[src/udl_pkg.sv]
package udl_pkg;
    localparam int UDL_DATA_W = 16;
    localparam int UDL_ADDR_W = 8;
    // byte offsets; each 16-bit reading spans two offsets, high byte first
    localparam logic [7:0] UDL_OFS_PLUS_HI = 8'h43;
    localparam logic [7:0] UDL_OFS_PLUS_LO = 8'h44;
    localparam logic [7:0] UDL_OFS_MINUS_HI = 8'h45;
    localparam logic [7:0] UDL_OFS_MINUS_LO = 8'h46;
    localparam logic [7:0] UDL_OFS_DRIVE = 8'h47;
    localparam logic [7:0] UDL_OFS_PART = 8'h48;
    // line-drive control field layout
    localparam int UDL_PLUS_LSB = 5;
    localparam int UDL_MINUS_LSB = 2;
    localparam int UDL_DRV_RSVD_LSB = 0;
    localparam logic [7:0] UDL_DRIVE_RESET = 8'h00;
    // part-information field layout
    localparam int UDL_REV_LSB = 3;
    localparam int UDL_PN_LSB = 0;
    // reading scale: one count per millivolt, zero offset
    localparam logic [15:0] UDL_READING_MAX_MV = 16'h0E10;
    localparam logic [15:0] UDL_READING_RESET = 16'h0000;
    localparam logic [7:0] UDL_UNMAPPED_READ = 8'h00;
    typedef enum logic [2:0] {
        UDL_DRV_HIZ,
        UDL_DRV_GND,
        UDL_DRV_0V6,
        UDL_DRV_1V2,
        UDL_DRV_2V0,
        UDL_DRV_2V7,
        UDL_DRV_3V3,
        UDL_DRV_SHORT
    } udl_drive_e;
endpackage

[src/udl_adc_if.sv]
`timescale 1ns/100ps
interface udl_adc_if;
    logic [15:0] plus_value;
    logic [15:0] minus_value;
    logic [7:0] plus_low_shadow;
    logic [7:0] minus_low_shadow;
    logic snap_plus;
    logic snap_minus;
    modport holder (
        output plus_value,
        output minus_value,
        output plus_low_shadow,
        output minus_low_shadow,
        input snap_plus,
        input snap_minus
    );
    modport regs (
        input plus_value,
        input minus_value,
        input plus_low_shadow,
        input minus_low_shadow,
        output snap_plus,
        output snap_minus
    );
endinterface

[src/udl_adc_hold.sv]
`timescale 1ns/100ps
module udl_adc_hold
    import udl_pkg::*;
(
    input wire logic clk,
    input wire logic resetn,
    input wire logic adc_valid,
    input wire logic [15:0] adc_plus_sample,
    input wire logic [15:0] adc_minus_sample,
    udl_adc_if.holder adc
);
    logic [15:0] plus_value_r;
    logic [15:0] minus_value_r;
    logic [7:0] plus_shadow_r;
    logic [7:0] minus_shadow_r;

    // out-of-range conversions saturate so software never sees a value past full scale
    function automatic logic [15:0] udl_clamp(input logic [15:0] v);
        udl_clamp = (v > UDL_READING_MAX_MV) ? UDL_READING_MAX_MV : v;
    endfunction

    always_ff @(posedge clk or negedge resetn) begin
        if (!resetn) begin
            plus_value_r <= UDL_READING_RESET;
            minus_value_r <= UDL_READING_RESET;
        end else if (adc_valid) begin
            plus_value_r <= udl_clamp(adc_plus_sample);
            minus_value_r <= udl_clamp(adc_minus_sample);
        end
    end

    // low byte frozen when the high byte is read, so a two-byte read is coherent
    always_ff @(posedge clk or negedge resetn) begin
        if (!resetn) begin
            plus_shadow_r <= 8'h00;
            minus_shadow_r <= 8'h00;
        end else begin
            if (adc.snap_plus) begin
                plus_shadow_r <= plus_value_r[7:0];
            end
            if (adc.snap_minus) begin
                minus_shadow_r <= minus_value_r[7:0];
            end
        end
    end

    assign adc.plus_value = plus_value_r;
    assign adc.minus_value = minus_value_r;
    assign adc.plus_low_shadow = plus_shadow_r;
    assign adc.minus_low_shadow = minus_shadow_r;

    property p_reading_in_range;
        @(posedge clk) disable iff (!resetn)
        (plus_value_r <= UDL_READING_MAX_MV) && (minus_value_r <= UDL_READING_MAX_MV);
    endproperty
    a_reading_in_range: assert property (p_reading_in_range)
        else $error("line voltage reading beyond full scale");

    property p_reading_tracks_sample;
        @(posedge clk) disable iff (!resetn)
        adc_valid && (adc_plus_sample <= UDL_READING_MAX_MV) |=> plus_value_r == $past(adc_plus_sample);
    endproperty
    a_reading_tracks_sample: assert property (p_reading_tracks_sample)
        else $error("plus line reading not one count per millivolt");
endmodule

[src/udl_line_regs.sv]
`timescale 1ns/100ps
// Summary of operation
// - plus and minus line voltages read as 16-bit millivolt counts, 0-3600, reset zero
// - 3-bit drive codes select hi-z, ground or 0.6-3.3 V; plus code 7 shorts lines
// - part information is read-only; top two bits reserved, low six hold two fields
// - fixed revision code sits in bits 5 to 3
// - fixed part-number code sits in bits 2 to 0
module udl_line_regs
    import udl_pkg::*;
#(
    parameter logic [2:0] SILICON_REVISION_CODE = 3'h2, // arbitrary value
    parameter logic [2:0] PART_NUMBER_CODE = 3'h5 // arbitrary value
) (
    input wire logic clk,
    input wire logic resetn,
    input wire logic reg_wr_en,
    input wire logic reg_rd_en,
    input wire logic [7:0] reg_addr,
    input wire logic [7:0] reg_wr_data,
    output logic [7:0] reg_rd_data,
    output logic reg_rd_valid,
    input wire logic adc_valid,
    input wire logic [15:0] adc_plus_sample,
    input wire logic [15:0] adc_minus_sample,
    output logic [2:0] plus_line_drive_level,
    output logic [2:0] minus_line_drive_level,
    output logic lines_shorted
);
    udl_adc_if adc ();

    logic [7:0] drive_ctrl_r;
    logic [7:0] rd_data_r;
    logic [7:0] rd_data_nxt;
    logic rd_valid_r;
    logic [7:0] part_info;
    logic [2:0] plus_code;
    logic [2:0] minus_code;

    udl_adc_hold u_hold (
        .clk(clk),
        .resetn(resetn),
        .adc_valid(adc_valid),
        .adc_plus_sample(adc_plus_sample),
        .adc_minus_sample(adc_minus_sample),
        .adc(adc)
    );

    // reading the high byte freezes the matching low byte
    assign adc.snap_plus = reg_rd_en && (reg_addr == UDL_OFS_PLUS_HI);
    assign adc.snap_minus = reg_rd_en && (reg_addr == UDL_OFS_MINUS_HI);

    // reserved bits 1:0 are kept as written; the field is read/write
    always_ff @(posedge clk or negedge resetn) begin
        if (!resetn) begin
            drive_ctrl_r <= UDL_DRIVE_RESET;
        end else if (reg_wr_en && (reg_addr == UDL_OFS_DRIVE)) begin
            drive_ctrl_r <= reg_wr_data;
        end
    end

    // revision in 5:3, part number in 2:0; the bit figure shows them swapped
    assign part_info = {2'b00, SILICON_REVISION_CODE, PART_NUMBER_CODE};

    assign plus_code = drive_ctrl_r[UDL_PLUS_LSB +: 3];
    assign minus_code = drive_ctrl_r[UDL_MINUS_LSB +: 3];

    // plus code 7 shorts the lines: the plus side goes to hi-z, the minus side keeps following its own code
    always_comb begin
        lines_shorted = 1'b0;
        plus_line_drive_level = plus_code;
        minus_line_drive_level = minus_code;
        case (udl_drive_e'(plus_code))
            UDL_DRV_SHORT: begin
                lines_shorted = 1'b1;
                plus_line_drive_level = UDL_DRV_HIZ;
            end
            default: begin
                lines_shorted = 1'b0;
            end
        endcase
        // the reserved minus code is treated as high impedance
        if (minus_code == UDL_DRV_SHORT) begin
            minus_line_drive_level = UDL_DRV_HIZ;
        end
    end

    // writes to read-only offsets are dropped; unmapped reads return zero
    always_comb begin
        case (reg_addr)
            UDL_OFS_PLUS_HI: rd_data_nxt = adc.plus_value[15:8];
            UDL_OFS_PLUS_LO: rd_data_nxt = adc.plus_low_shadow;
            UDL_OFS_MINUS_HI: rd_data_nxt = adc.minus_value[15:8];
            UDL_OFS_MINUS_LO: rd_data_nxt = adc.minus_low_shadow;
            UDL_OFS_DRIVE: rd_data_nxt = drive_ctrl_r;
            UDL_OFS_PART: rd_data_nxt = part_info;
            default: rd_data_nxt = UDL_UNMAPPED_READ;
        endcase
    end

    always_ff @(posedge clk or negedge resetn) begin
        if (!resetn) begin
            rd_data_r <= 8'h00;
            rd_valid_r <= 1'b0;
        end else begin
            rd_valid_r <= reg_rd_en;
            if (reg_rd_en) begin
                rd_data_r <= rd_data_nxt;
            end
        end
    end

    assign reg_rd_data = rd_data_r;
    assign reg_rd_valid = rd_valid_r;

    property p_short_follows_plus_code;
        @(posedge clk) disable iff (!resetn)
        reg_wr_en && (reg_addr == UDL_OFS_DRIVE) |=>
            (lines_shorted == ($past(reg_wr_data[7:5]) == 3'h7))
            && (plus_line_drive_level == (lines_shorted ? 3'h0 : $past(reg_wr_data[7:5])));
    endproperty
    a_short_follows_plus_code: assert property (p_short_follows_plus_code)
        else $error("plus drive code not applied after write");

    property p_minus_reserved_hiz;
        @(posedge clk) disable iff (!resetn)
        (drive_ctrl_r[4:2] == 3'h7) |-> (minus_line_drive_level == 3'h0);
    endproperty
    a_minus_reserved_hiz: assert property (p_minus_reserved_hiz)
        else $error("reserved minus code drove a level");

    property p_part_read_only;
        @(posedge clk) disable iff (!resetn)
        reg_rd_en && (reg_addr == UDL_OFS_PART) ##1 reg_rd_en && (reg_addr == UDL_OFS_PART)
            |=> rd_valid_r && (rd_data_r[7:6] == 2'b00) && $stable(rd_data_r);
    endproperty
    a_part_read_only: assert property (p_part_read_only)
        else $error("part information changed or reserved bits set");

    property p_revision_field;
        @(posedge clk) disable iff (!resetn)
        reg_rd_en && (reg_addr == UDL_OFS_PART) |=> rd_data_r[5:3] == SILICON_REVISION_CODE;
    endproperty
    a_revision_field: assert property (p_revision_field)
        else $error("revision code not in bits 5 to 3");

    property p_part_number_field;
        @(posedge clk) disable iff (!resetn)
        reg_rd_en && (reg_addr == UDL_OFS_PART) |=> rd_data_r[2:0] == PART_NUMBER_CODE;
    endproperty
    a_part_number_field: assert property (p_part_number_field)
        else $error("part-number code not in bits 2 to 0");

    property p_minus_read_coherent;
        @(posedge clk) disable iff (!resetn)
        reg_rd_en && (reg_addr == UDL_OFS_MINUS_HI) ##1 reg_rd_en && (reg_addr == UDL_OFS_MINUS_LO)
            |=> rd_data_r == $past(adc.minus_value[7:0], 2);
    endproperty
    a_minus_read_coherent: assert property (p_minus_read_coherent)
        else $error("minus line low byte not from the same reading");

    property p_plus_read_coherent;
        @(posedge clk) disable iff (!resetn)
        reg_rd_en && (reg_addr == UDL_OFS_PLUS_HI) ##1 reg_rd_en && (reg_addr == UDL_OFS_PLUS_LO)
            |=> rd_data_r == $past(adc.plus_value[7:0], 2);
    endproperty
    a_plus_read_coherent: assert property (p_plus_read_coherent)
        else $error("plus line low byte not from the same reading");

    property p_plus_high_read;
        @(posedge clk) disable iff (!resetn)
        reg_rd_en && (reg_addr == UDL_OFS_PLUS_HI) |=> rd_data_r == $past(adc.plus_value[15:8]);
    endproperty
    a_plus_high_read: assert property (p_plus_high_read)
        else $error("plus line high byte not returned");

    property p_minus_high_read;
        @(posedge clk) disable iff (!resetn)
        reg_rd_en && (reg_addr == UDL_OFS_MINUS_HI) |=> rd_data_r == $past(adc.minus_value[15:8]);
    endproperty
    a_minus_high_read: assert property (p_minus_high_read)
        else $error("minus line high byte not returned");

    property p_rd_valid_pulse;
        @(posedge clk) disable iff (!resetn)
        1'b1 |=> (rd_valid_r == $past(reg_rd_en));
    endproperty
    a_rd_valid_pulse: assert property (p_rd_valid_pulse)
        else $error("read valid not one cycle after the read strobe");

    property p_drive_write_lands;
        @(posedge clk) disable iff (!resetn)
        reg_wr_en && (reg_addr == UDL_OFS_DRIVE) |=> drive_ctrl_r == $past(reg_wr_data);
    endproperty
    a_drive_write_lands: assert property (p_drive_write_lands)
        else $error("drive control write not stored");

    property p_drive_held;
        @(posedge clk) disable iff (!resetn)
        !(reg_wr_en && (reg_addr == UDL_OFS_DRIVE)) |=> $stable(drive_ctrl_r);
    endproperty
    a_drive_held: assert property (p_drive_held)
        else $error("drive control changed without a write to it");

    property p_minus_level_follows;
        @(posedge clk) disable iff (!resetn)
        (drive_ctrl_r[4:2] != 3'h7) |-> (minus_line_drive_level == drive_ctrl_r[4:2]);
    endproperty
    a_minus_level_follows: assert property (p_minus_level_follows)
        else $error("minus drive level differs from its code");

    property p_cov_short;
        @(posedge clk) disable iff (!resetn) lines_shorted;
    endproperty
    c_cov_short: cover property (p_cov_short);

    property p_cov_reading_read;
        @(posedge clk) disable iff (!resetn)
        reg_rd_en && (reg_addr == UDL_OFS_PLUS_HI) ##1 reg_rd_en && (reg_addr == UDL_OFS_PLUS_LO);
    endproperty
    c_cov_reading_read: cover property (p_cov_reading_read);

    property p_cov_drive_3v3;
        @(posedge clk) disable iff (!resetn)
        (plus_line_drive_level == 3'h6) && (minus_line_drive_level == 3'h2);
    endproperty
    c_cov_drive_3v3: cover property (p_cov_drive_3v3);

    property p_cov_minus_reserved;
        @(posedge clk) disable iff (!resetn) drive_ctrl_r[4:2] == 3'h7;
    endproperty
    c_cov_minus_reserved: cover property (p_cov_minus_reserved);
endmodule

[config.mk]
export PLATFORM = sky130hd
export DESIGN_NAME = udl_line_regs
export DESIGN_NICKNAME = d
export VERILOG_FILES = /design/src/udl_pkg.sv /design/src/udl_adc_if.sv /design/src/udl_adc_hold.sv /design/src/udl_line_regs.sv
export SDC_FILE = /design/constraint.sdc
export NUM_CORES = 1
export LEC_CHECK = 0
export BUFFER_PORTS_ARGS = -buffer_cell sky130_fd_sc_hd__buf_2
export CAP_MARGIN = 30
export CORE_UTILIZATION = 41
export CTS_CLUSTER_SIZE = 16
export DETAILED_ROUTE_END_ITERATION = 7
export GPL_TIMING_DRIVEN = 0
export PLACE_DENSITY = 0.71
export SLEW_MARGIN = 10
export SYNTH_ARGS = -nofsm -noshare
export SYNTH_HDL_FRONTEND = slang
export SYNTH_SLANG_ARGS = --single-unit
[constraint.sdc]
create_clock -name clk -period 1.7 [get_ports clk]
set_input_delay 0.34 -clock clk [delete_from_list [all_inputs] [get_ports clk]]
set_output_delay 0.34 -clock clk [all_outputs]
set_load 0.02 [all_outputs]
==> impl_metrics.py, run 1 <==
metrics = {
    "outcome": {
        "outcome": "finished with violations",
        "violations": "setup timing",
    },
    "sta": {
        "fin_crit_sh_pct": 103.7,
        "drv_slew": 0,
        "max_freq_mhz": 567.2,
        "worst_pin_slew_ps": 797.2,
        "fin_crit_ps": 1763,
        "setup_viol": 24,
        "relSlewSlack_pct": 46.85,
        "setup_ws_ps": -62.92,
        "hold_ws_ps": 80.13,
        "skew_ps": 10.45,
        "hold_viol": 0,
        "rsz0062_at_grt": "yes",
    },
    "detailed_routing": {
        "antenna_left": 0,
        "routed_wl_um": 6473,
        "drtPass1Iterations": 4,
        "wire_per_inst_um": 17.49,
        "vias": 2042,
        "drt_iter0_drc": 106,
        "drc": 0,
        "routed_via_density": 5.519,
    },
    "clock_network": {
        "insertion_delay_ps": 340,
        "cts.clk_slew.worst_paths_ps": 70,
        "holdBufCountCts": 0,
        "cts.sinks": 65,
        "cts_tree": "built",
        "h-tree-depth": 3,
        "clk_path_buf_depth": 2,
        "cts-buffers-inserted": 9,
        "clockRootBuffer": "clkbuf_8",
    },
    "worst_hold_path": {
        "hold_path_class": "input port to asynchronous set/reset pin",
    },
    "setup_path": {
        "reg2reg_depth": 3,
        "cp_max_fo": 8,
        "crit_arrival_ps": 1980,
        "rr_endpoint": "reg_rd_data[2]",
        "r2r_start": "drive_ctrl_r[2]",
        "critPathCaptureType": "register",
        "rrSetupSlack_ps": 320,
        "crit_type": "input port to register",
        "start_kind": "input port",
        "required_ps": 1920,
    },
    "yosys": {
        "ys_top_cells_by_area": "dfrtp_1, mux2_2, a22o_1, mux4_2, nor2b_1",
        "synth_top_area_share_pct": 57.50,
        "synth_top_family_by_area": "multiplexers",
        "synth_top_area_cell": "dfrtp_1",
        "synth.area.mux_share_pct": 16.14,
        "synth_compound_area_share_pct": 14.15,
        "synth.cell_area_mm2": 0.002829,
        "yosys-top-cells-count": "dfrtp_1, mux2_2, a22o_1",
        "synth-seq-cells": 65,
        "synth_edf_count": 0,
        "synth_fa_ha_area_share_pct": 0,
        "yosysSeqAreaShare_pct": 57.50,
        "yosys.area_share.simple_pct": 9.509,
        "avgSynthCellArea_um2": 13.47,
        "synth_xor_area_share_pct": 0,
        "synth_cell_types": 37,
        "async_flop_share_pct": 100.0,
        "syn_inst": 210,
        "yosysWarnings": 0,
        "synth_nets": 263,
        "yosysMostFrequentCell": "dfrtp_1",
        "synthFlopType": "dfrtp_1",
    },
    "placement": {
        "numPortBuffers": 65,
        "gp_congestion": 0.7918,
        "place_area_mm2": 0.003254,
        "place_hpwl_um": 4562,
    },
    "layout": {
        "postLayoutCoreUtil_pct": 54.46,
        "diodes": 0,
        "multi_input_area_mm2": 0.001192,
        "post-route-cell-area_mm2": 0.003537,
        "nNetsFinal": 342,
        "layout-drive-gt1-share_pct": 40.96,
        "fillers": 555,
        "syn2layout_area_growth_pct": 25.03,
        "regArea_mm2": 0.001627,
    },
    "grt": {
        "use_met2_pct": 31.09,
        "grt-ovfl-total": 0,
        "grt_pass1_vias": 2071,
        "grt_pass1_wl_um": 10580,
        "gr-usage-all-layers_pct": 19.65,
        "grt_max_degree": 66,
        "gr-usage-met1_pct": 26.79,
        "met3_usage_pct": 3.891,
        "grt-busiest-layer": "met2",
        "antenna_found_initial": 0,
    },
    "floorplanning": {
        "design.core.area_mm2": 0.006495,
        "num_io_pins": 69,
        "num_rows": 29,
        "die_w_um": 85.07,
        "dieArea_mm2": 0.007236,
        "start_util_pct": 43.56,
        "die-height_um": 85.07,
    },
    "pwr": {
        "power.density_mw_per_mm2": 877.4,
        "leakage_nw": 1.680,
        "peakVddDrop_mv": 0.6028,
    },
    "run": {
        "cap_violations": 0,
    },
}
## worst max path at each step
stage / start / cells past startpoint / slack (ps) / end
floorplan: reg_addr[5] / 5 / -320 / u_hold.adc.minus_low_shadow[0]
global placement: reg_addr[5] / 6 / -560 / u_hold.adc.minus_low_shadow[0]
detailed placement: reg_addr[5] / 6 / -570 / drive_ctrl_r[2]
CTS: reg_addr[7] / 6 / -50 / drive_ctrl_r[4]
global route: reg_addr[5] / 6 / -120 / u_hold.adc.minus_low_shadow[7]
finish: reg_addr[5] / 6 / -60 / drive_ctrl_r[7]
## area by class of cell
type / instances / area share (%)
Clock inverter: 3 / 1.203
Multi-Input combinational cell: 129 / 33.71
Timing Repair Buffer: 68 / 10.26
Inverter: 5 / 0.5306
Buffer: 11 / 1.769
Sequential cell: 65 / 45.99
Tap cell: 77 / 2.724
Clock buffer: 12 / 3.820
## routing by layer
layer  vias up  share of wire, %
met4         0               1.8
met5         -                 0
met1      1016                46
met3         9               4.0
li1        963                 -
met2        54                49
## worst max-delay path, stage by stage
cell	delay, ps
buf_6	90
or4b_4	580
nor3b_4	240
and4_1	250
buf_6	170
mux2_4	310
## kinds of logic (layout without fill, tap and decap cells)
kind of cell,after synthesis,in the layout
flip-flops,65,65
buffers and inverters,16,99
multiplexers,35,35
AND/OR/NAND/NOR,42,42
AO/OA/AOI/OAI,52,52
## cells in the final DEF (no fill, tap or decap), types with 7 or more instances in the layout
| cell | Yosys | layout |
|---|---|---|
| clkbuf_8 | 0 | 9 |
| mux2_4 | 0 | 16 |
| clkbuf_1 | 7 | 9 |
| nor2_1 | 7 | 7 |
| nor2b_1 | 10 | 10 |
| buf_2 | 1 | 63 |
| mux2_2 | 25 | 9 |
| dfrtp_1 | 65 | 65 |
| a22o_1 | 16 | 16 |
## repair_timing
action,CTS,global route
setup endpoints to repair,24,28
buffers inserted,2,1
resized for setup,11,11
pin swaps,3,4
gates cloned,0,0
## state kept, by name, indices dropped and copies added, names as in the netlist
signal and cells:
drive_ctrl_r 8, reg_rd_data 8, reg_rd_valid 1, u_hold.adc.minus_low_shadow 8
u_hold.adc.minus_value 16, u_hold.adc.plus_low_shadow 8, u_hold.adc.plus_value 16
## per-stage QoR
| step | TNS (ps) | total power [mW] | instances | worst slack [ps] |
|---|---|---|---|---|
| finish | -1002 | 3.103 | 370 | -62.92 |
| global route | -2357 | 3.225 | 370 | -117.6 |
| CTS | -878.2 | 3.120 | 369 | -53.91 |
| detailed placement | -15850 | 1.885 | 352 | -565.7 |
| global placement | -15030 | 1.877 | 352 | -564.6 |
| floorplan | -6729 | 1.739 | 210 | -316.9 |
## where the power goes
group          total [mW]  internal, mW  switching (mW)  leakage (nW)
Sequential           1.60          1.58          0.0243         0.857
Clock                1.23         0.669           0.566        0.0864
Combinational       0.266         0.118           0.148         0.736
Total                3.10          2.37           0.738          1.68
Power figures use the tool's default switching activity.
==> inputs of run 2 (changes only) <==
--- a/config.mk
+++ b/config.mk
@@ -10,7 +10,7 @@
 export CORE_UTILIZATION = 41
 export CTS_CLUSTER_SIZE = 16
 export DETAILED_ROUTE_END_ITERATION = 7
-export GPL_TIMING_DRIVEN = 0
+export GPL_TIMING_DRIVEN = 1
 export PLACE_DENSITY = 0.71
 export SLEW_MARGIN = 10
 export SYNTH_ARGS = -nofsm -noshare
==> impl_metrics.py, run 2 (synthesis gave the netlist of run 1 again) <==
metrics = {
    "floorplanning": {
        "num_rows": 29,
        "dieArea_mm2": 0.007236,
        "die_w_um": 85.07,
        "start_util_pct": 43.56,
        "die-height_um": 85.07,
        "design.core.area_mm2": 0.006495,
        "num_io_pins": 69,
    },
    "detailed_routing": {
        "vias": 2010,
        "wire_per_inst_um": 16.70,
        "highest_layer": "met4",
        "antenna_left": 0,
        "routed_via_density": 5.360,
        "route.met3.wl_um": 244,
        "routed_wl_um": 6263,
        "met1_length_um": 2778,
        "met2_length_um": 3152,
        "drtPass1Iterations": 4,
        "drc": 0,
        "drt_iter0_drc": 86,
    },
    "setup_path": {
        "cpPeakStageDelay_ps": 580,
        "cp_slowest_cell": "or4b_4",
        "rrSetupSlack_ps": 350,
        "crit_path_end": "u_hold.adc.minus_low_shadow[0]",
        "r2r_start": "drive_ctrl_r[3]",
        "start_kind": "input port",
        "required_ps": 1920,
        "crit_chain": "buf_6 > or4b_4 > nor3b_4 > and4b_1 > buf_6 > mux2_4",
        "cp_max_fo": 8,
        "rr_endpoint": "reg_rd_data[3]",
        "startpoint": "reg_addr[5]",
        "crit_arrival_ps": 2000,
        "crit_type": "input port to register",
        "critPathCaptureType": "register",
        "crit_top_cell": "buf_6",
        "reg2reg_depth": 3,
    },
    "grt": {
        "grt_max_degree": 66,
        "antenna_found_initial": 0,
        "grt_pass1_vias": 2090,
        "grt-ovfl-total": 0,
        "gr-usage-all-layers_pct": 19.28,
        "grt_pass1_wl_um": 10380,
    },
    "sta": {
        "setup_ws_ps": -76.79,
        "setup_viol": 9,
        "relSlewSlack_pct": 65.55,
        "hold_ws_ps": -8.453,
        "hold_viol": 7,
        "max_freq_mhz": 562.8,
        "fin_crit_sh_pct": 104.5,
        "fin_crit_ps": 1777,
        "drv_slew": 0,
        "rsz0062_at_grt": "yes",
        "worst_pin_slew_ps": 516.1,
        "skew_ps": 7.525,
    },
    "run": {
        "cap_violations": 0,
    },
    "outcome": {
        "violations": "hold timing, setup timing",
        "outcome": "finished with violations",
    },
    "pwr": {
        "power.share.clock_pct": 41.6,
        "p_comb_share_pct": 8.6,
        "peakVddDrop_mv": 0.3842,
        "power.density_mw_per_mm2": 888.1,
        "p_switching_mw": 0.7150,
        "p_int_mw": 2.505,
        "seqPwrFrac_pct": 49.8,
        "leakage_nw": 1.744,
        "p_sw_share_pct": 22.20,
    },
    "clock_network": {
        "clk_path_buf_depth": 2,
        "cts_tree": "built",
        "holdBufCountCts": 0,
        "cts-buffers-inserted": 9,
        "h-tree-depth": 3,
        "clockRootBuffer": "clkbuf_8",
        "cts.clk_slew.worst_paths_ps": 70,
        "insertion_delay_ps": 340,
        "cts.sinks": 65,
    },
    "placement": {
        "numPortBuffers": 68,
        "gp_congestion": 0.8321,
        "place_hpwl_um": 4480,
    },
    "layout": {
        "diodes": 0,
        "syn2layout_area_growth_pct": 28.17,
        "postLayoutCoreUtil_pct": 55.83,
        "final_common_cell": "buf_2",
        "fillers": 533,
        "nNetsFinal": 346,
        "layout-drive-gt1-share_pct": 44.30,
        "layout_common_cells": "buf_2, dfrtp_1, mux2_4, a22o_1",
    },
    "worst_hold_path": {
        "hold_path_class": "input port to asynchronous set/reset pin",
    },
}
run 2: how the worst min path moves through the flow:
stage / start / endpoint / slack, ps / depth (start not counted)
6_report: resetn / reg_rd_valid / -8 / 2
5_1_grt: resetn / reg_rd_data[3] / 30 / 2
4_1_cts: resetn / reg_rd_valid / 10 / 2
3_5_place_dp: resetn / reg_rd_valid / 380 / 2
3_3_place_gp: resetn / reg_rd_data[0] / 380 / 2
2_1_floorplan: resetn / drive_ctrl_r[0] / 40 / 0
run 2: power by group through the flow:
stage               Clock (mW)  Combinational [mW]  Sequential [mW]
floorplan                    0               0.109             1.63
global placement             0               0.263             1.63
detailed placement           0               0.265             1.63
CTS                       1.38               0.276             1.60
global route              1.45               0.304             1.61
finish                    1.34               0.276             1.60
run 2: timing repair:
| action | in CTS | in global routing |
|---|---|---|
| setup endpoints to repair | 24 | 24 |
| pin swaps | 3 | 4 |
| resized for setup | 19 | 2 |
| setup buffers | 0 | 1 |
run 2: final cells by class:
type	count	area [um2]	area share, %
clock inverters	2	35.03	0.9662
inverters	5	18.77	0.5176
repair buffers	83	485.5	13.39
flip-flops and latches	65	1627	44.86
well taps	77	96.34	2.657
clock buffers	14	172.7	4.762
multi-input cells	129	1191	32.85
run 2: metrics by stage:
step | area, um2 | setup slack, ps | total power, mW | cells | TNS [ps]
after floorplan | 2830 | -316.9 | 1.739 | 210 | -6729
after global placement | 3326 | -393.1 | 1.892 | 358 | -9125
after detailed placement | 3326 | -420.3 | 1.896 | 358 | -9529
after CTS | 3607 | -62.27 | 3.256 | 374 | -467.9
after global routing | 3626 | -96.15 | 3.358 | 375 | -1104
final | 3626 | -76.79 | 3.220 | 375 | -504.0
run 2: critical path: cells and delay by family:
| kind | cells | cell delay, ps |
|---|---|---|
| and+or+nand+nor | 3 | 1060 |
| muxes | 1 | 320 |
| buffers and inverters | 2 | 270 |
run 2: routing by layer:
| layer | GRT usage (%) | vias up |
|---|---|---|
| li1 | - | 967 |
| met1 | 24.69 | 989 |
| met2 | 31.67 | 47 |
| met3 | 4.864 | 7 |
| met4 | 7.396 | 0 |
| met5 | 0 | - |
==> inputs of run 3 (changes only) <==
--- a/config.mk
+++ b/config.mk
@@ -7,12 +7,14 @@
 export LEC_CHECK = 0
 export BUFFER_PORTS_ARGS = -buffer_cell sky130_fd_sc_hd__buf_2
 export CAP_MARGIN = 30
+export CORE_ASPECT_RATIO = 0.7
 export CORE_UTILIZATION = 41
-export CTS_CLUSTER_SIZE = 16
+export CTS_CLUSTER_SIZE = 10
 export DETAILED_ROUTE_END_ITERATION = 7
 export GPL_TIMING_DRIVEN = 1
-export PLACE_DENSITY = 0.71
+export PLACE_DENSITY = 0.7
 export SLEW_MARGIN = 10
 export SYNTH_ARGS = -nofsm -noshare
 export SYNTH_HDL_FRONTEND = slang
+export SYNTH_HIERARCHICAL = 1
 export SYNTH_SLANG_ARGS = --single-unit
==> impl_metrics.py, run 3 <==
metrics = {
    "clock_network": {
        "post_cts_resized": 0,
        "holdBufCountCts": 0,
        "clockRootBuffer": "clkbuf_8",
        "h-tree-depth": 3,
        "cts.clk_slew.worst_paths_ps": 70,
        "insertion_delay_ps": 340,
        "cts_tree": "built",
        "cts-buffers-inserted": 9,
        "cts.sinks": 65,
        "cts_setup_buffers": 0,
        "clk_path_buf_depth": 2,
    },
    "placement": {
        "place_hpwl_um": 5063,
        "gp_congestion": 0.8001,
        "numPortBuffers": 68,
        "place_area_mm2": 0.003545,
    },
    "sta": {
        "drv_slew": 0,
        "setup_viol": 0,
        "fin_crit_ps": 1631,
        "hold_viol": 5,
        "relSlewSlack_pct": 58.14,
        "fin_crit_sh_pct": 95.95,
        "hold_ws_ps": -2.941,
        "worst_pin_slew_ps": 627.9,
        "max_freq_mhz": 613.1,
        "setup_tns_ps": 0,
        "rsz0062_at_grt": "no",
        "skew_ps": 7.964,
    },
    "floorplanning": {
        "die-height_um": 74.05,
        "num_rows": 25,
        "die_w_um": 104.9,
        "num_io_pins": 69,
        "design.core.area_mm2": 0.006944,
        "start_util_pct": 43.78,
        "dieArea_mm2": 0.007770,
    },
    "setup_path": {
        "crit_type": "input port to register",
        "crit_chain": "buf_2 > or4b_1 > nor4_1 > buf_4 > mux2_2",
        "cpPeakStageDelay_ps": 590,
        "startpoint": "reg_addr[5]",
        "critical-path-top-delay-family": "simple AND/OR/NAND/NOR gates",
        "critPathCaptureType": "register",
        "cp_max_fo": 8,
        "cp_num_buf_inv": 2,
        "crit_arrival_ps": 1860,
        "required_ps": 1930,
        "cp_slowest_cell": "or4b_1",
        "start_kind": "input port",
        "r2r_start": "drive_ctrl_r[4]",
    },
    "layout": {
        "nNetsFinal": 375,
        "final_common_cell": "buf_2",
        "layout-drive-gt1-share_pct": 38.53,
        "post-route-cell-area_mm2": 0.003734,
        "diodes": 0,
        "layout_common_cells": "buf_2, dfrtp_1, o2bb2ai_1",
        "syn2layout_area_growth_pct": 22.80,
    },
    "yosys": {
        "synth-seq-cells": 65,
        "synth_nets": 298,
        "yosys-top-cells-count": "dfrtp_1, mux2_2, o2bb2ai_1",
        "synth_top_area_cell": "dfrtp_1",
        "avgSynthCellArea_um2": 12.41,
        "async_flop_share_pct": 100.0,
        "synth_cell_types": 45,
        "synth_edf_count": 0,
        "yosysMostFrequentCell": "dfrtp_1",
        "synth_top_area_share_pct": 53.50,
        "yosysSeqAreaShare_pct": 53.50,
        "synthFlopType": "dfrtp_1",
        "syn_inst": 245,
        "synth.cell_area_mm2": 0.003040,
        "ys_top_cells_by_area": "dfrtp_1, mux2_2, o2bb2ai_1, mux2_4, mux2i_1",
        "yosysWarnings": 6,
    },
    "detailed_routing": {
        "drtPass1Iterations": 4,
        "drt_iter0_drc": 148,
        "wire_per_inst_um": 16.55,
        "routed_via_density": 5.413,
        "vias": 2279,
        "routed_wl_um": 6967,
        "antenna_left": 0,
        "drc": 0,
    },
    "worst_hold_path": {
        "hold_path_class": "input port to asynchronous set/reset pin",
    },
    "grt": {
        "grt_max_degree": 66,
        "antenna_found_initial": 0,
        "gr-usage-all-layers_pct": 19.87,
        "grt_pass1_vias": 2185,
        "grt-ovfl-total": 0,
        "grt_pass1_wl_um": 11500,
    },
    "pwr": {
        "power.density_mw_per_mm2": 851.9,
        "peakVddDrop_mv": 0.3649,
        "leakage_nw": 1.742,
    },
    "outcome": {
        "outcome": "finished with violations",
        "violations": "hold timing",
    },
    "run": {
        "cap_violations": 0,
    },
}
[run 3: cell count changes in the layout (fill, tap and decap cells not counted), sizes merged, moves of 3 or more]
| cell | before | now |
|---|---|---|
| o2bb2ai | 0 | 18 |
| a22o | 16 | 2 |
| a21oi | 6 | 17 |
| nand3 | 2 | 11 |
| a32o | 0 | 8 |
| mux2i | 4 | 10 |
| a22oi | 6 | 1 |
| mux4 | 6 | 1 |
| nand2 | 6 | 1 |
| nor2 | 7 | 11 |
| nor3 | 1 | 5 |
| buf | 83 | 80 |
| o22a | 6 | 3 |
[run 3: per-stage QoR]
step	cells	setup WS [ps]	utilization, %	power, mW
3_5_place_dp	405	-299.9	51.04	1.933
4_1_cts	421	64.39	53.77	3.210
3_3_place_gp	405	-221.0	51.04	1.928
2_1_floorplan	245	-141.3	-	1.764
6_report	421	68.93	53.77	3.181
5_1_grt	421	21.91	53.77	3.307
[run 3: logic make-up after synthesis]
logic type	count (synthesis)	share of synthesized area (%)
AO/OA/AOI/OAI	63	15.60
multiplexers	37	14.65
buffers and inverters	20	3.703
flip-flops	65	53.50
AND/OR/NAND/NOR	60	12.55
[run 3: worst register-to-register path, delay by kind of cell (launching register included)]
| kind | cells | cell delay, ps |
|---|---|---|
| muxes | 1 | 280 |
| AOI/OAI and AO/OA | 3 | 560 |
| DFF | 1 | 420 |
[run 3: cell type report]
type,instances,area (um2)
clock inverters,3,40.04
clock buffers,13,148.9
inverters,6,22.52
fillers,628,3211
well taps,94,117.6
multi-input cells,160,1335
repair buffers,80,442.9
flip-flops and latches,65,1627
[run 3: worst paths after layout]
path                                             endpoint  slack (ps)  cells after the start
setup / recovery            u_hold/adc.plus_low_shadow[5]          70                      5
hold / removal                   u_hold/adc.plus_value[9]          -3                      2
setup reg to reg                           reg_rd_data[4]         320                      4
hold reg to reg                            reg_rd_data[1]         490                      1
max in group asynchronous  u_hold/adc.minus_low_shadow[5]        1410                      2
min in group clk                          drive_ctrl_r[5]         220                      2
[run 3: report_power, final]
part / total, mW / internal, mW / leakage [nW] / switching [mW]
Sequential: 1.60 / 1.58 / 0.857 / 0.0237
Combinational: 0.302 / 0.131 / 0.788 / 0.171
Clock: 1.28 / 0.714 / 0.0974 / 0.562
[run 3: metal layers]
metal  track usage (%)  up-vias  share of wire (%)
met5                 0        -                  0
met4             5.164        0               0.42
met3             7.011        5                9.7
met2             26.34       95                 39
met1             30.34     1099                 51
li1                  -     1080                  -
